[config.mk]
export PLATFORM = sky130hd
export DESIGN_NAME = serial_port_sfr_control
export DESIGN_NICKNAME = d
export VERILOG_FILES = /design/src/serial_fifo.v /design/src/serial_baud_gen.v /design/src/serial_port_sfr_control.v
export VERILOG_INCLUDE_DIRS = /design/src /design/src/src
export SDC_FILE = /design/constraint.sdc
export NUM_CORES = 1
export LEC_CHECK = 0
export ABC_AREA = 1
export BUFFER_PORTS_ARGS = -buffer_cell sky130_fd_sc_hd__clkbuf_2
export CORE_ASPECT_RATIO = 0.5
export CORE_MARGIN = 4
export CORE_UTILIZATION = 40
export DETAILED_ROUTE_END_ITERATION = 8
export HOLD_SLACK_MARGIN = 0.06
export PLACE_DENSITY = 0.58
export SLEW_MARGIN = 15
export SYNTH_ARGS = -nofsm -noshare
export SYNTH_HDL_FRONTEND = slang
export SYNTH_HIERARCHICAL = 1
export SYNTH_SLANG_ARGS = --single-unit
export TNS_END_PERCENT = 10
[constraint.sdc]
create_clock -name clk -period 2.6 [get_ports clk]
set_input_delay 0.52 -clock clk [delete_from_list [all_inputs] [get_ports clk]]
set_output_delay 0.52 -clock clk [all_outputs]
set_load 0.01 [all_outputs]
[src/serial_port_map.vh]
// register map, field positions and timing constants for the serial port
`ifndef SERIAL_PORT_MAP_VH
`define SERIAL_PORT_MAP_VH
`define SFR_BASE            8'h80
`define ADDR_SERIAL_CONTROL 8'h98
`define ADDR_SERIAL_DATA    8'h99
`define ADDR_IRQ_ENABLE     8'ha8
`define ADDR_SLAVE_ADDRESS  8'ha9
`define ADDR_SLAVE_MASK     8'hb9
`define SC_MODE_HI          7
`define SC_MODE_LO          6
`define SC_MULTIPROC        5
`define SC_RX_ENABLE        4
`define SC_TX_NINTH         3
`define SC_RX_NINTH         2
`define SC_TX_DONE          1
`define SC_RX_DONE          0
`define IE_GLOBAL           7
`define IE_SERIAL           4
`define RESET_SERIAL_CONTROL 8'h00
`define RESET_IRQ_ENABLE    8'h00
`define RESET_SLAVE_ADDRESS 8'h00
`define RESET_SLAVE_MASK    8'h00
`define SYNC_DIV_FAST       8'd4
`define SYNC_DIV_SLOW       8'd12
`define FIXED_DIV_MODE2     8'd32
`define FIXED_DIV_MODE2_X2  8'd64
`endif

[src/serial_fifo.v]
// small synchronous fifo with valid/ready on both sides
`timescale 1ns/1ps
`default_nettype none
module serial_fifo #(
    parameter WIDTH = 8,
    parameter DEPTH = 4,
    parameter AW    = 2
) (
    input  wire             clk,
    input  wire             rst_n,
    input  wire [WIDTH-1:0] in_data,
    input  wire             in_valid,
    output wire             in_ready,
    output wire [WIDTH-1:0] out_data,
    output wire             out_valid,
    input  wire             out_ready
);
    reg [WIDTH-1:0] mem [0:DEPTH-1];
    reg [AW-1:0]    rd_ptr;
    reg [AW-1:0]    wr_ptr;
    reg [AW:0]      count;
    wire push = in_valid && in_ready;
    wire pop  = out_valid && out_ready;
    assign in_ready  = (count != DEPTH[AW:0]);
    assign out_valid = (count != {(AW+1){1'b0}});
    assign out_data  = mem[rd_ptr];
    always @(posedge clk) begin
        if (!rst_n) begin
            rd_ptr <= {AW{1'b0}};
            wr_ptr <= {AW{1'b0}};
            count  <= {(AW+1){1'b0}};
        end else begin
            if (push) begin
                wr_ptr <= (wr_ptr == DEPTH[AW-1:0] - 1'b1) ? {AW{1'b0}} : wr_ptr + 1'b1;
            end
            if (pop) begin
                rd_ptr <= (rd_ptr == DEPTH[AW-1:0] - 1'b1) ? {AW{1'b0}} : rd_ptr + 1'b1;
            end
            if (push && !pop) begin
                count <= count + 1'b1;
            end else if (pop && !push) begin
                count <= count - 1'b1;
            end
        end
    end
    always @(posedge clk) begin
        if (push) begin
            mem[wr_ptr] <= in_data;
        end
    end
endmodule // serial_fifo
`default_nettype wire

[src/serial_baud_gen.v]
// bit-rate tick generator: divides clk by a runtime ratio
`timescale 1ns/1ps
`default_nettype none
module serial_baud_gen #(
    parameter DW = 16
) (
    input  wire          clk,
    input  wire          rst_n,
    input  wire          run,
    input  wire [DW-1:0] divide,
    output reg           tick
);
    reg [DW-1:0] count;
    always @(posedge clk) begin
        if (!rst_n || !run) begin
            count <= {DW{1'b0}};
            tick  <= 1'b0;
        end else if (count >= divide - 1'b1) begin
            count <= {DW{1'b0}};
            tick  <= 1'b1;
        end else begin
            count <= count + 1'b1;
            tick  <= 1'b0;
        end
    end
endmodule // serial_baud_gen
`default_nettype wire

[src/serial_port_sfr_control.v]
// serial port register block with transmitter, receiver and address match
//
// Function
// - registers only at 80-ffh, direct address
// - bit writes where address ends 0/8
// - mode bits pick frame length, rate
// - fast setting makes mode 0 clk/4
// - receive only while receive enable set
// - modes 2/3 send software ninth bit
// - ninth bit or stop bit into rx field
// - tx flag at bit 8 / stop start
// - data read is rx, write is tx
// - mask zero bits are don't care
// - ie bit 4 enables serial interrupt
// - ie bit 7 gates all interrupts
`timescale 1ns/1ps
`default_nettype none
`include "serial_port_map.vh"
module serial_port_sfr_control #(
    parameter [15:0] VAR_DIVIDE = 16'd108,
    parameter        FIFO_DEPTH = 4
) (
    input  wire       clk,
    input  wire       rst_n,
    input  wire [7:0] sfr_addr,
    input  wire       sfr_direct,
    input  wire       sfr_wr,
    input  wire       sfr_rd,
    input  wire       sfr_bit_wr,
    input  wire [2:0] sfr_bit_sel,
    input  wire       sfr_bit_val,
    input  wire [7:0] sfr_wdata,
    output reg  [7:0] sfr_rdata,
    output wire       sfr_hit,
    input  wire       sync_fast,
    input  wire       double_rate,
    input  wire       rxd_in,
    output reg        txd_out,
    output reg        sync_clk_out,
    output wire       tx_fifo_ready,
    output reg        serial_irq
);
    reg [7:0] serial_control_reg;
    reg [7:0] rx_buffer;
    reg [7:0] interrupt_enable_reg;
    reg [7:0] slave_address_reg;
    reg [7:0] slave_address_mask_reg;

    wire frame_mode_sel_hi    = serial_control_reg[`SC_MODE_HI];
    wire frame_mode_sel_lo    = serial_control_reg[`SC_MODE_LO];
    wire multiproc_enable_bit = serial_control_reg[`SC_MULTIPROC];
    wire rx_enable            = serial_control_reg[`SC_RX_ENABLE];
    wire tx_ninth_bit         = serial_control_reg[`SC_TX_NINTH];
    wire rx_ninth_bit         = serial_control_reg[`SC_RX_NINTH];
    wire tx_done_flag         = serial_control_reg[`SC_TX_DONE];
    wire rx_done_flag         = serial_control_reg[`SC_RX_DONE];
    wire global_irq_gate      = interrupt_enable_reg[`IE_GLOBAL];
    wire serial_irq_enable    = interrupt_enable_reg[`IE_SERIAL];
    wire [1:0] mode = {frame_mode_sel_hi, frame_mode_sel_lo};

    function in_sfr;
        input [7:0] a;
        input       direct;
        begin
            in_sfr = direct && (a >= `SFR_BASE);
        end
    endfunction
    // bit addressable ends in 0 or 8
    function bit_addressable;
        input [7:0] a;
        begin
            bit_addressable = (a[2:0] == 3'h0);
        end
    endfunction
    function [7:0] set_bit;
        input [7:0] v;
        input [2:0] sel;
        input       b;
        reg   [7:0] m;
        begin
            m = 8'h01 << sel;
            set_bit = b ? (v | m) : (v & ~m);
        end
    endfunction

    wire acc       = in_sfr(sfr_addr, sfr_direct);
    wire bit_ok    = sfr_bit_wr && acc && bit_addressable(sfr_addr);
    wire byte_wr   = sfr_wr && acc;
    wire hit_ctrl  = sfr_addr == `ADDR_SERIAL_CONTROL;
    wire hit_data  = sfr_addr == `ADDR_SERIAL_DATA;
    wire hit_ie    = sfr_addr == `ADDR_IRQ_ENABLE;
    wire hit_sa    = sfr_addr == `ADDR_SLAVE_ADDRESS;
    wire hit_mask  = sfr_addr == `ADDR_SLAVE_MASK;
    assign sfr_hit = acc && (hit_ctrl || hit_data || hit_ie || hit_sa || hit_mask);

    wire [7:0] fifo_out;
    wire       fifo_valid;
    reg        fifo_take;
    serial_fifo #(.WIDTH(8), .DEPTH(FIFO_DEPTH), .AW(2)) u_fifo (
        .clk       (clk),
        .rst_n     (rst_n),
        .in_data   (sfr_wdata),
        .in_valid  (byte_wr && hit_data),
        .in_ready  (tx_fifo_ready),
        .out_data  (fifo_out),
        .out_valid (fifo_valid),
        .out_ready (fifo_take)
    );

    reg [15:0] divide;
    always @* begin
        case (mode)
            2'b00:   divide = sync_fast ? {8'h00, `SYNC_DIV_FAST} : {8'h00, `SYNC_DIV_SLOW};
            2'b10:   divide = double_rate ? {8'h00, `FIXED_DIV_MODE2} :
                                            {8'h00, `FIXED_DIV_MODE2_X2};
            default: divide = VAR_DIVIDE;
        endcase
    end
    wire frame_bits_11 = frame_mode_sel_hi;
    wire tx_tick;
    reg  tx_busy;
    serial_baud_gen #(.DW(16)) u_baud (
        .clk    (clk),
        .rst_n  (rst_n),
        .run    (1'b1),
        .divide (divide),
        .tick   (tx_tick)
    );

    // transmitter
    reg [10:0] tx_shift;
    reg [3:0]  tx_cnt;
    reg        tx_done_set;
    always @(posedge clk) begin
        if (!rst_n) begin
            tx_busy      <= 1'b0;
            tx_shift     <= 11'h7ff;
            tx_cnt       <= 4'h0;
            txd_out      <= 1'b1;
            sync_clk_out <= 1'b1;
            tx_done_set  <= 1'b0;
            fifo_take    <= 1'b0;
        end else begin
            tx_done_set <= 1'b0;
            fifo_take   <= 1'b0;
            if (!tx_busy) begin
                if (fifo_valid && !fifo_take) begin
                    tx_busy  <= 1'b1;
                    fifo_take <= 1'b1;
                    tx_cnt   <= 4'h0;
                    tx_shift <= (mode == 2'b00) ? {3'h7, fifo_out} :
                                frame_bits_11 ? {1'b1, tx_ninth_bit, fifo_out, 1'b0} :
                                                {2'h3, fifo_out, 1'b0};
                end
            end else if (tx_tick) begin
                txd_out  <= tx_shift[0];
                tx_shift <= {1'b1, tx_shift[10:1]};
                tx_cnt   <= tx_cnt + 4'h1;
                sync_clk_out <= (mode == 2'b00) ? 1'b0 : 1'b1;
                // end of 8th bit in mode 0, stop start otherwise
                if ((mode == 2'b00 && tx_cnt == 4'd8) ||
                    (mode != 2'b00 && tx_cnt == (frame_bits_11 ? 4'd10 : 4'd9))) begin
                    tx_done_set <= 1'b1;
                    tx_busy     <= 1'b0;
                    sync_clk_out <= 1'b1;
                end
            end else begin
                sync_clk_out <= 1'b1;
            end
        end
    end

    // receive pin synchroniser, three stages
    reg [2:0] rx_sync;
    reg       rx_level;
    always @(posedge clk) begin
        if (!rst_n) begin
            rx_sync  <= 3'h7;
            rx_level <= 1'b1;
        end else begin
            rx_sync <= {rx_sync[1:0], rxd_in};
            if (rx_sync[2] == rx_sync[1]) begin
                rx_level <= rx_sync[1];
            end
        end
    end

    // receiver, asynchronous modes, mid-bit sampling
    reg [15:0] rx_div;
    reg [3:0]  rx_cnt;
    reg [9:0]  rx_shift;
    reg        rx_busy;
    reg        rx_done_set;
    reg [7:0]  rx_byte;
    reg        rx_ninth_val;
    wire [3:0] rx_last = frame_bits_11 ? 4'd10 : 4'd9;
    wire addr_match = ((rx_shift[8:1] ^ slave_address_reg) & slave_address_mask_reg) == 8'h00;
    always @(posedge clk) begin
        if (!rst_n) begin
            rx_busy     <= 1'b0;
            rx_div      <= 16'h0000;
            rx_cnt      <= 4'h0;
            rx_shift    <= 10'h000;
            rx_done_set <= 1'b0;
            rx_byte     <= 8'h00;
            rx_ninth_val <= 1'b0;
        end else begin
            rx_done_set <= 1'b0;
            if (!rx_enable || mode == 2'b00) begin
                rx_busy <= 1'b0;
            end else if (!rx_busy) begin
                if (!rx_level) begin
                    rx_busy <= 1'b1;
                    rx_div  <= {1'b0, divide[15:1]};
                    rx_cnt  <= 4'h0;
                end
            end else if (rx_div != 16'h0000) begin
                rx_div <= rx_div - 16'h0001;
            end else begin
                rx_div   <= divide - 16'h0001;
                rx_shift <= {rx_level, rx_shift[9:1]};
                rx_cnt   <= rx_cnt + 4'h1;
                if (rx_cnt == 4'h0 && rx_level) begin
                    rx_busy <= 1'b0;
                end else if (rx_cnt == rx_last) begin
                    rx_busy <= 1'b0;
                    if (!multiproc_enable_bit ||
                        (frame_bits_11 ? (rx_shift[9] && addr_match) : rx_level)) begin
                        rx_done_set  <= 1'b1;
                        rx_byte      <= frame_bits_11 ? rx_shift[8:1] : rx_shift[9:2];
                        rx_ninth_val <= frame_bits_11 ? rx_shift[9] : rx_level;
                    end
                end
            end
        end
    end

    // register writes; hardware set wins over software clear
    reg [7:0] next_ctrl;
    always @* begin
        next_ctrl = serial_control_reg;
        if (byte_wr && hit_ctrl) begin
            next_ctrl = sfr_wdata;
        end else if (bit_ok && hit_ctrl) begin
            next_ctrl = set_bit(serial_control_reg, sfr_bit_sel, sfr_bit_val);
        end
        if (tx_done_set) begin
            next_ctrl[`SC_TX_DONE] = 1'b1;
        end
        if (rx_done_set) begin
            next_ctrl[`SC_RX_DONE] = 1'b1;
            if (mode != 2'b00) begin
                next_ctrl[`SC_RX_NINTH] = rx_ninth_val;
            end
        end
    end
    always @(posedge clk) begin
        if (!rst_n) begin
            serial_control_reg     <= `RESET_SERIAL_CONTROL;
            interrupt_enable_reg   <= `RESET_IRQ_ENABLE;
            slave_address_reg      <= `RESET_SLAVE_ADDRESS;
            slave_address_mask_reg <= `RESET_SLAVE_MASK;
            rx_buffer              <= 8'h00;
            serial_irq             <= 1'b0;
        end else begin
            serial_control_reg <= next_ctrl;
            if (rx_done_set) begin
                rx_buffer <= rx_byte;
            end
            if (byte_wr && hit_ie) begin
                interrupt_enable_reg <= sfr_wdata;
            end else if (bit_ok && hit_ie) begin
                interrupt_enable_reg <= set_bit(interrupt_enable_reg, sfr_bit_sel, sfr_bit_val);
            end
            if (byte_wr && hit_sa) begin
                slave_address_reg <= sfr_wdata;
            end
            if (byte_wr && hit_mask) begin
                slave_address_mask_reg <= sfr_wdata;
            end
            serial_irq <= global_irq_gate && serial_irq_enable &&
                          (tx_done_flag || rx_done_flag);
        end
    end

    always @* begin
        sfr_rdata = 8'h00;
        if (sfr_rd && acc) begin
            if (hit_ctrl) begin
                sfr_rdata = serial_control_reg;
            end else if (hit_data) begin
                sfr_rdata = rx_buffer;
            end else if (hit_ie) begin
                sfr_rdata = interrupt_enable_reg;
            end else if (hit_sa) begin
                sfr_rdata = slave_address_reg;
            end else if (hit_mask) begin
                sfr_rdata = slave_address_mask_reg;
            end
        end
    end
    wire unused_ninth = rx_ninth_bit;
endmodule // serial_port_sfr_control
`default_nettype wire

==> impl_metrics.env, run 1 <==
export IMPL_yosysTopAreaCell="dfxtp_1"
export IMPL_vias_per_cell=5.101
export IMPL_grt_pass1_vias=7788
export IMPL_finalHoldViolCount=0
export IMPL_required_ps=2980
export IMPL_num_rows=38
export IMPL_endpoint_kind="flip-flop"
export IMPL_cts_max_level=4
export IMPL_fin_tns_setup_ps=0
export IMPL_fin_worst_skew_ps=13.85
export IMPL_nNetsFinal=1384
export IMPL_grt_usage_pct=19.00
export IMPL_synthFlopType="dfxtp_1"
export IMPL_cap_violations=0
export IMPL_worstSetupStartpointType="flip-flop"
export IMPL_relSlewSlack_pct=64.50
export IMPL_dpl_cell_area_um2=10000
export IMPL_slew_viol_final=0
export IMPL_synth_seq_cells=162
export IMPL_start_util_pct=41.34
export IMPL_synth_common_cells="nand2_1, inv_1, nor2_1, dfxtp_1, a21oi_1"
export IMPL_wl_per_cell_um=14.45
export IMPL_ys_types=56
export IMPL_max_freq_mhz=403.3
export IMPL_syn_area_per_cell_um2=7.503
export IMPL_cts_tree="yes"
export IMPL_r2r_setup_slack_ps=120
export IMPL_fp_dieH_um=114.7
export IMPL_gp_congestion=0.8836
export IMPL_cellPowerDensity_nw_per_um2=493.8
export IMPL_gr_total_overflow=0
export IMPL_clk_path_buf_depth=2
export IMPL_rr_endpoint="u_baud/count[13]"
export IMPL_ir_worst_vdd_mv=0.4495
export IMPL_finalWorstSetupSlack_ps=120.6
export IMPL_grt_max_degree=46
export IMPL_worst_hold_slack_ps=275.6
export IMPL_cp_arrival_ps=2850
export IMPL_io_pin_count=42
export IMPL_die_area_um2=25380
export IMPL_pre_cts_ws_ps=-23.53
export IMPL_reg_top3="u_fifo/mem (32), rx_div (16), u_baud/count (16)"
export IMPL_vias=8355
export IMPL_drive_gt1_share_pct=18.98
export IMPL_p_leak_nw=4.486
export IMPL_outcome="completed"
export IMPL_hp_class="input port to flip-flop"
export IMPL_grt_pass1_wl_um=39120
export IMPL_worstMarginPinSlew_ps=532.5
export IMPL_coreArea_um2=22010
export IMPL_drt_antenna_violating_nets=0
export IMPL_synthArstFlopShare_pct=0
export IMPL_clk_latency_ps=440
export IMPL_portBuffers=41
export IMPL_setup_viol=0
export IMPL_antenna_found_initial=0
export IMPL_synth_top_cell_area_share_pct=28.59
export IMPL_synth_edff_count=32
export IMPL_critPathKind="flip-flop to flip-flop"
export IMPL_dr_pass1_iters=5
export IMPL_synth_most_common_cell="nand2_1"
export IMPL_min_from="rxd_in"
export IMPL_synth_warnings=6
export IMPL_final_area_um2=10700
export IMPL_first_iter_violations=765
export IMPL_fillCellCount=2165
export IMPL_place_hpwl_um=17270
export IMPL_hold_buffers=0
export IMPL_min_path_cells=2
export IMPL_drc=0
export IMPL_syn_inst=1213
export IMPL_rsz0062_at_grt="yes"
export IMPL_crit_fanout=8
export IMPL_seq_area_frac_synth_pct=39.15
export IMPL_synth_area_top_cells="dfxtp_1, edfxtp_1, nand2_1"
export IMPL_fin_cells=1638
export IMPL_clock_sinks=162
export IMPL_clkTransAtPathRegs_ps=70
export IMPL_largest_reg_flops=32
export IMPL_fin_crit_sh_pct=95.36
export IMPL_top_register="u_fifo/mem"
export IMPL_n_antenna_cell=0
export IMPL_min_to="rx_sync[0]"
export IMPL_fp_dieW_um=221.3
export IMPL_numCtsBuffers=17
export IMPL_dp_cells=1603
export IMPL_drt_total_wl_um=23660
export IMPL_r2r_cells=18
export IMPL_areaGrowthSynthToFinish_pct=17.61
export IMPL_cts_root_buf="clkbuf_16"
export IMPL_reg2reg_from="serial_control_reg[7]"
export IMPL_finalCriticalPeriod_ps=2479
export IMPL_syn_area_um2=9101
cells in the final DEF, fill, tap and decap left out, types with 13 or more instances in the layout:
| master | n |
|---|---|
| xor2_1 | 16 |
| a21oi_2 | 13 |
| nor2_1 | 128 |
| nand2_2 | 18 |
| inv_2 | 13 |
| ha_1 | 29 |
| buf_4 | 47 |
| o21ai_0 | 83 |
| clkbuf_16 | 18 |
| nand2_1 | 197 |
| clkbuf_2 | 41 |
| nand4_1 | 14 |
| conb_1 | 32 |
| a21oi_1 | 96 |
| nor2_4 | 20 |
| inv_1 | 143 |
| nand3_1 | 79 |
| o211ai_1 | 21 |
| edfxtp_1 | 32 |
| dfxtp_1 | 128 |
| nor2_2 | 36 |
| nor3_1 | 15 |
per-stage QoR:
stage	total power [mW]	util, %
2_1_floorplan	2.740	-
3_3_place_gp	2.826	45.45
3_5_place_dp	2.831	45.45
4_1_cts	5.319	48.13
5_1_grt	5.470	48.62
6_report	5.286	48.62
logic make-up after synthesis:
family | after synthesis | share of synthesized area, %
buf+inv | 190 | 8.427
fa+ha+maj | 31 | 4.317
simple gates | 535 | 28.54
xor+xnor | 23 | 2.213
other cells | 2 | 0.08252
mux | 2 | 0.2200
flops | 162 | 39.15
compound gates | 268 | 17.05
power breakdown:
part | switching [mW] | internal [mW] | leakage, nW
registers | 0.00306 | 2.56 | 1.34
logic | 0.150 | 0.0715 | 2.86
clock network | 1.21 | 1.29 | 0.285
total | 1.37 | 3.92 | 4.49
cell type report:
type	count	area, um^2	area share, %
multi-input cells	891	4942	46.17
flip-flops and latches	162	3566	33.31
repair buffers	92	625.6	5.845
inverters	161	604.3	5.646
clock buffers	17	425.4	3.974
well taps	300	375.4	3.507
clock inverters	15	165.2	1.543
routing by layer:
layer,vias to the layer above,global-route usage [%],wire length [um]
li1,4251,-,-
met1,3881,26.89,11940
met2,204,29.80,10140
met3,19,4.047,1301
met4,0,4.819,278
met5,-,0,0
critical path, stage by stage, from the launching register on:
cell	delay [ps]
dfxtp_2	330
inv_2	70
buf_6	100
nor2_2	30
nor2_2	130
inv_2	60
buf_6	120
nor2_4	100
nand4_1	100
nor2_1	140
xor2_1	140
inv_1	60
ha_1	280
nand4_1	140
a21oi_2	50
nor2_2	170
nand3_4	120
clkbuf_16	190
nor2_4	90
what timing repair did:
item / CTS / global route
setup buffers: 0 / 2
endpoints found under the setup margin: 0 / 17
resized for setup: 0 / 26
worst max-delay path by stage:
| stage | depth (start not counted) | start | endpoint |
|---|---|---|---|
| floorplan | 14 | double_rate | u_baud/count[9] |
| global placement | 15 | double_rate | u_baud/count[0] |
| detailed placement | 15 | double_rate | u_baud/count[0] |
| CTS | 17 | serial_control_reg[7] | u_baud/count[0] |
| global route | 18 | serial_control_reg[7] | u_baud/count[13] |
| finish | 18 | serial_control_reg[7] | u_baud/count[13] |
No activity file was read; power rests on OpenSTA's default activity.
==> run 2, diff against run 1 <==
GPL_TIMING_DRIVEN = 0   (was not set)
RECOVER_POWER = 25   (was not set)
==> run 2 against run 1 <==
The run now ends with negative setup slack left. Sequential power about the same. Count of clock-buffer cells in the layout increased by 2. Final cell count decreased by 0.37%. Utilization decreased by 0.34 points. Register-to-register slack got worse by 190 ps. Die area unchanged. Design area decreased by 0.69%. Critical endpoint is now u_baud/count[7]. Largest cell class unchanged.
==> impl_metrics.env, run 2 (synthesis gave the netlist of run 1 again) <==
export IMPL_p_seq_share_pct=48.6
export IMPL_first_iter_violations=612
export IMPL_reg2reg_from="serial_control_reg[6]"
export IMPL_grt_usage_pct=19.73
export IMPL_combPwrFrac_pct=4.4
export IMPL_p_leak_nw=4.366
export IMPL_io_pin_count=42
export IMPL_r2r_cells=16
export IMPL_final_area_um2=10630
export IMPL_cts_root_buf="clkbuf_16"
export IMPL_cap_violations=0
export IMPL_num_rows=38
export IMPL_seqCellArea_um2=3571
export IMPL_worst_path_largest_cell_delay_ps=420
export IMPL_postLayoutCoreUtil_pct=48.29
export IMPL_nNetsFinal=1377
export IMPL_drt_antenna_violating_nets=0
export IMPL_clk_path_buf_depth=2
export IMPL_start_util_pct=41.34
export IMPL_finalWorstSetupSlack_ps=-68.58
export IMPL_fin_worst_skew_ps=12.17
export IMPL_wl_per_cell_um=15.23
export IMPL_dpl_cell_area_um2=9794
export IMPL_clk_latency_ps=450
export IMPL_clkTransAtPathRegs_ps=70
export IMPL_setup_viol=15
export IMPL_gp_congestion=0.9115
export IMPL_hp_class="input port to flip-flop"
export IMPL_worstMarginPinSlew_ps=837.4
export IMPL_rr_endpoint="u_baud/count[7]"
export IMPL_path_cells="inv_6, o21ai_4, nor2_2, nand2_2, nor2_4, nand2_2, nor2_4, nand2_2, xor2_1, ha_1, a21oi_1, o21ai_1, nor2_2, nand3_4, clkbuf_16, nor2_2"
export IMPL_most_common_layout_cells="nand2_1, inv_1, nor2_1"
export IMPL_largest_reg_flops=32
export IMPL_fp_dieH_um=114.7
export IMPL_pre_cts_ws_ps=-540.3
export IMPL_top_register="u_fifo/mem"
export IMPL_critPathKind="flip-flop to flip-flop"
export IMPL_r2r_setup_slack_ps=-70
export IMPL_reg_top3="u_fifo/mem (32), rx_div (16), u_baud/count (16)"
export IMPL_wl_met2_um=10610
export IMPL_dp_cells=1584
export IMPL_relSlewSlack_pct=43.97
export IMPL_grt_max_degree=17
export IMPL_worstSetupStartpointType="flip-flop"
export IMPL_fin_cells=1632
export IMPL_place_hpwl_um=18230
export IMPL_numCtsBuffers=17
export IMPL_finalCriticalPeriod_ps=2669
export IMPL_rsz0062_at_grt="yes"
export IMPL_max_freq_mhz=374.7
export IMPL_fillCellCount=2185
export IMPL_total_power_mw=5.266
export IMPL_antenna_found_initial=0
export IMPL_cts_tree="yes"
export IMPL_coreArea_um2=22010
export IMPL_grt_pass1_vias=7880
export IMPL_drt_met1_wl_um=12220
export IMPL_layout_commonest_cell="nand2_1"
export IMPL_fp_dieW_um=221.3
export IMPL_power_internal_mw=3.940
export IMPL_drc=0
export IMPL_vias_per_cell=5.180
export IMPL_p_sw_mw=1.326
export IMPL_cp_arrival_ps=3050
export IMPL_fin_crit_sh_pct=102.6
export IMPL_grt_pass1_wl_um=39980
export IMPL_crit_fanout=7
export IMPL_multi_input_area_um2=4999
export IMPL_gr_total_overflow=0
export IMPL_drt_total_wl_um=24850
export IMPL_cts_max_level=4
export IMPL_met3_wirelength_um=1566
export IMPL_top_layer_used="met4"
export IMPL_pwr_share_clk_pct=47.0
export IMPL_finalHoldViolCount=0
export IMPL_ir_worst_vdd_mv=0.4162
export IMPL_portBuffers=41
export IMPL_areaGrowthSynthToFinish_pct=16.80
export IMPL_cp_top_family="simple AND/OR/NAND/NOR gates"
export IMPL_clock_sinks=162
export IMPL_slew_viol_final=0
export IMPL_worst_path_stages=16
export IMPL_crit_end="u_baud/count[7]"
export IMPL_critPathSlowestCell="dfxtp_4"
export IMPL_required_ps=2980
export IMPL_hold_buffers=0
export IMPL_dr_pass1_iters=5
export IMPL_crit_start="serial_control_reg[6]"
export IMPL_vias=8454
export IMPL_violations="negative setup slack"
export IMPL_outcome="finished with violations"
export IMPL_drive_gt1_share_pct=16.75
export IMPL_swShare_pct=25.17
export IMPL_endpoint_kind="flip-flop"
export IMPL_path_buf_inv=2
export IMPL_cellPowerDensity_nw_per_um2=495.4
export IMPL_die_area_um2=25380
==> run 2: worst register-to-register path, delay by kind of cell, from the launching register on <==
| kind | cells | cell delay [ps] |
|---|---|---|
| flip-flops | 1 | 420 |
| buffers and inverters | 2 | 340 |
| AND/OR/NAND/NOR | 9 | 1060 |
| adder cells (fa/ha/maj) | 1 | 310 |
| XOR/XNOR | 1 | 140 |
| AO/OA/AOI/OAI | 3 | 340 |
==> run 2: metal layers <==
| metal | vias to the layer above | track usage [%] |
|---|---|---|
| li1 | 4226 | - |
| met1 | 3954 | 28.06 |
| met2 | 241 | 30.21 |
| met3 | 33 | 4.457 |
| met4 | 0 | 5.692 |
| met5 | - | 0 |
==> run 2: how the worst min path moves through the flow <==
stage,from,endpoint,slack [ps],depth (start not counted)
after global routing,rxd_in,rx_sync[0],260,2
after global placement,rx_sync[0],rx_sync[1],400,1
after detailed placement,rx_sync[0],rx_sync[1],410,1
after floorplan,rx_sync[0],rx_sync[1],390,1
after CTS,rxd_in,rx_sync[0],260,2
final,rxd_in,rx_sync[0],270,2
==> run 2: repair_timing <==
| item | in CTS | in global routing |
|---|---|---|
| pin swaps | 2 | 4 |
| setup endpoints to repair | 19 | 49 |
| gates cloned | 0 | 1 |
| resized for setup | 25 | 19 |
| buffers inserted | 6 | 8 |
==> run 2: layout make-up <==
| cell class | count | area share (%) |
|---|---|---|
| Multi-Input combinational cell | 891 | 47.02 |
| Sequential cell | 162 | 33.59 |
| Inverter | 161 | 5.803 |
| Clock buffer | 19 | 4.284 |
| Tap cell | 300 | 3.531 |
| Timing Repair Buffer | 56 | 3.084 |
| Buffer | 29 | 1.613 |
| Clock inverter | 13 | 1.048 |
| Antenna cell | 1 | 0.02354 |
==> run 2: power groups by stage <==
| stage | clock network, mW | logic (mW) | registers, mW |
|---|---|---|---|
| floorplan | 0 | 0.120 | 2.62 |
| global placement | 0 | 0.208 | 2.62 |
| detailed placement | 0 | 0.211 | 2.62 |
| CTS | 2.51 | 0.219 | 2.56 |
| global route | 2.61 | 0.258 | 2.56 |
| finish | 2.47 | 0.231 | 2.56 |
==> run 2: through the flow <==
step / setup TNS, ps / hold slack [ps]
2_1_floorplan: 0 / 392.5
3_3_place_gp: -19930 / 399.8
3_5_place_dp: -22200 / 407.1
4_1_cts: -461.6 / 261.6
5_1_grt: -3979 / 262.5
6_report: -683.0 / 273.3
==> run 3, diff against run 2 <==
SKIP_LAST_GASP = 1   (was not set)
==> run 3 against run 2 <==
The run still ends with negative setup slack left. Maximum frequency is 1.2% lower. Critical path depth is 1 higher. Total power is 0.14% lower. Design area is 0.35% lower. Hold slack better by 1.2 ps. Die area stayed put. Non-clock buffer count stayed put. Clock power hardly changed. Critical path type unchanged. Critical endpoint unchanged.
==> impl_metrics.env, run 3 (synthesis gave the netlist of run 1 again) <==
export IMPL_most_common_layout_cells="nand2_1, inv_1, nor2_1"
export IMPL_clk_path_buf_depth=2
export IMPL_drt_antenna_violating_nets=0
export IMPL_fp_dieH_um=114.7
export IMPL_portBuffers=41
export IMPL_postLayoutCoreUtil_pct=48.12
export IMPL_crit_top_cell="nor2_4"
export IMPL_num_rows=38
export IMPL_worst_path_largest_cell_delay_ps=420
export IMPL_first_iter_violations=690
export IMPL_wl_per_cell_um=15.14
export IMPL_worstSetupStartpointType="flip-flop"
export IMPL_start_util_pct=41.34
export IMPL_reg_top3="u_fifo/mem (32), rx_div (16), u_baud/count (16)"
export IMPL_fin_crit_sh_pct=103.9
export IMPL_place_hpwl_um=18230
export IMPL_gp_congestion=0.9115
export IMPL_cp_arrival_ps=3080
export IMPL_grt_max_degree=17
export IMPL_fin_worst_skew_ps=12.99
export IMPL_dr_pass1_iters=5
export IMPL_cap_violations=0
export IMPL_outcome="finished with violations"
export IMPL_endpoint_kind="flip-flop"
export IMPL_relSlewSlack_pct=42.24
export IMPL_cp_top_family="simple AND/OR/NAND/NOR gates"
export IMPL_vias_per_cell=5.154
export IMPL_areaGrowthSynthToFinish_pct=16.39
export IMPL_critPathKind="flip-flop to flip-flop"
export IMPL_largest_reg_flops=32
export IMPL_die_area_um2=25380
export IMPL_violations="negative setup slack"
export IMPL_clk_latency_ps=450
export IMPL_cts_max_level=4
export IMPL_nNetsFinal=1377
export IMPL_antenna_found_initial=0
export IMPL_critPathSlowestCell="dfxtp_4"
export IMPL_top_register="u_fifo/mem"
export IMPL_drc=0
export IMPL_worstMarginPinSlew_ps=863.2
export IMPL_required_ps=2980
export IMPL_slew_viol_final=0
export IMPL_rsz0062_at_grt="yes"
export IMPL_setup_viol=17
export IMPL_p_leak_nw=4.367
export IMPL_path_cells="inv_6, nor2_4, inv_4, nor2_4, nand2_2, nor2_4, nand2_4, nor2_4, nand2_2, xor2_1, ha_1, a21oi_2, o21ai_1, nor2_2, nand3_4, clkbuf_16, nor2_2"
export IMPL_io_pin_count=42
export IMPL_vias=8412
export IMPL_finalCriticalPeriod_ps=2700
export IMPL_clkTransAtPathRegs_ps=70
export IMPL_ir_worst_vdd_mv=0.4149
export IMPL_numCtsBuffers=17
export IMPL_cts_root_buf="clkbuf_16"
export IMPL_drive_gt1_share_pct=16.45
export IMPL_clock_sinks=162
export IMPL_coreArea_um2=22010
export IMPL_grt_usage_pct=19.71
export IMPL_cts_tree="yes"
export IMPL_max_freq_mhz=370.3
export IMPL_fp_dieW_um=221.3
export IMPL_grt_pass1_wl_um=39940
export IMPL_hp_class="input port to flip-flop"
export IMPL_drt_total_wl_um=24710
export IMPL_layout_commonest_cell="nand2_1"
export IMPL_worst_hold_slack_ps=274.5
export IMPL_crit_fanout=6
export IMPL_cellPowerDensity_nw_per_um2=496.4
export IMPL_finalWorstSetupSlack_ps=-100.4
export IMPL_finalHoldViolCount=0
export IMPL_gr_total_overflow=0
export IMPL_r2r_setup_slack_ps=-100
export IMPL_path_buf_inv=3
export IMPL_grt_pass1_vias=7893
[run 3: what timing repair did]
| action | 4_1_cts | 5_1_grt |
|---|---|---|
| resized for setup | 17 | 18 |
| hold buffers | 0 | 0 |
| endpoints found under the setup margin | 19 | 57 |
| gates cloned | 0 | 1 |
| pin swaps | 2 | 9 |
| setup buffers | 6 | 8 |
[run 3: final cells by class]
cell class | instances | area (um^2)
diodes | 1 | 2.502
plain buffers | 29 | 171.4
clock buffers | 19 | 455.4
clock inverters | 13 | 111.4
fillers | 2188 | 11420
inverters | 161 | 616.8
multi-input cells | 891 | 4961
flip-flops and latches | 162 | 3571
well taps | 300 | 375.4
repair buffers | 56 | 327.8
[run 3: path summary, 6_finish.rpt]
check	start	to	cells past startpoint
worst max-delay path	serial_control_reg[7]	u_baud/count[7]	17
worst min register to register	rx_sync[0]	rx_sync[1]	1
worst min-delay path	rxd_in	rx_sync[0]	2
worst max register to register	serial_control_reg[7]	u_baud/count[7]	17
[run 3: metrics by stage]
stage | cell area [um^2] | power (mW) | setup WS [ps] | cells | setup TNS, ps
after global routing | 10590 | 5.424 | -319.3 | 1631 | -6690
final | 10590 | 5.259 | -100.4 | 1632 | -1205
after floorplan | 9214 | 2.740 | 49.20 | 1243 | 0
after global placement | 9794 | 2.829 | -488.6 | 1584 | -19930
after CTS | 10450 | 5.289 | -88.49 | 1622 | -1289
after detailed placement | 9794 | 2.833 | -540.3 | 1584 | -22200
[run 3: layer usage]
layer	global-route usage [%]	vias up	wire (um)
met5	0	-	0
met4	5.609	0	460
met3	4.483	33	1551
met2	30.21	252	10500
met1	28.02	3902	12200
li1	-	4225	-
[run 3: power by group]
| group | internal [mW] | switching, mW | leakage, nW |
|---|---|---|---|
| Sequential | 2.56 | 0.00292 | 1.34 |
| Combinational | 0.0663 | 0.162 | 2.75 |
| Clock | 1.31 | 1.15 | 0.282 |
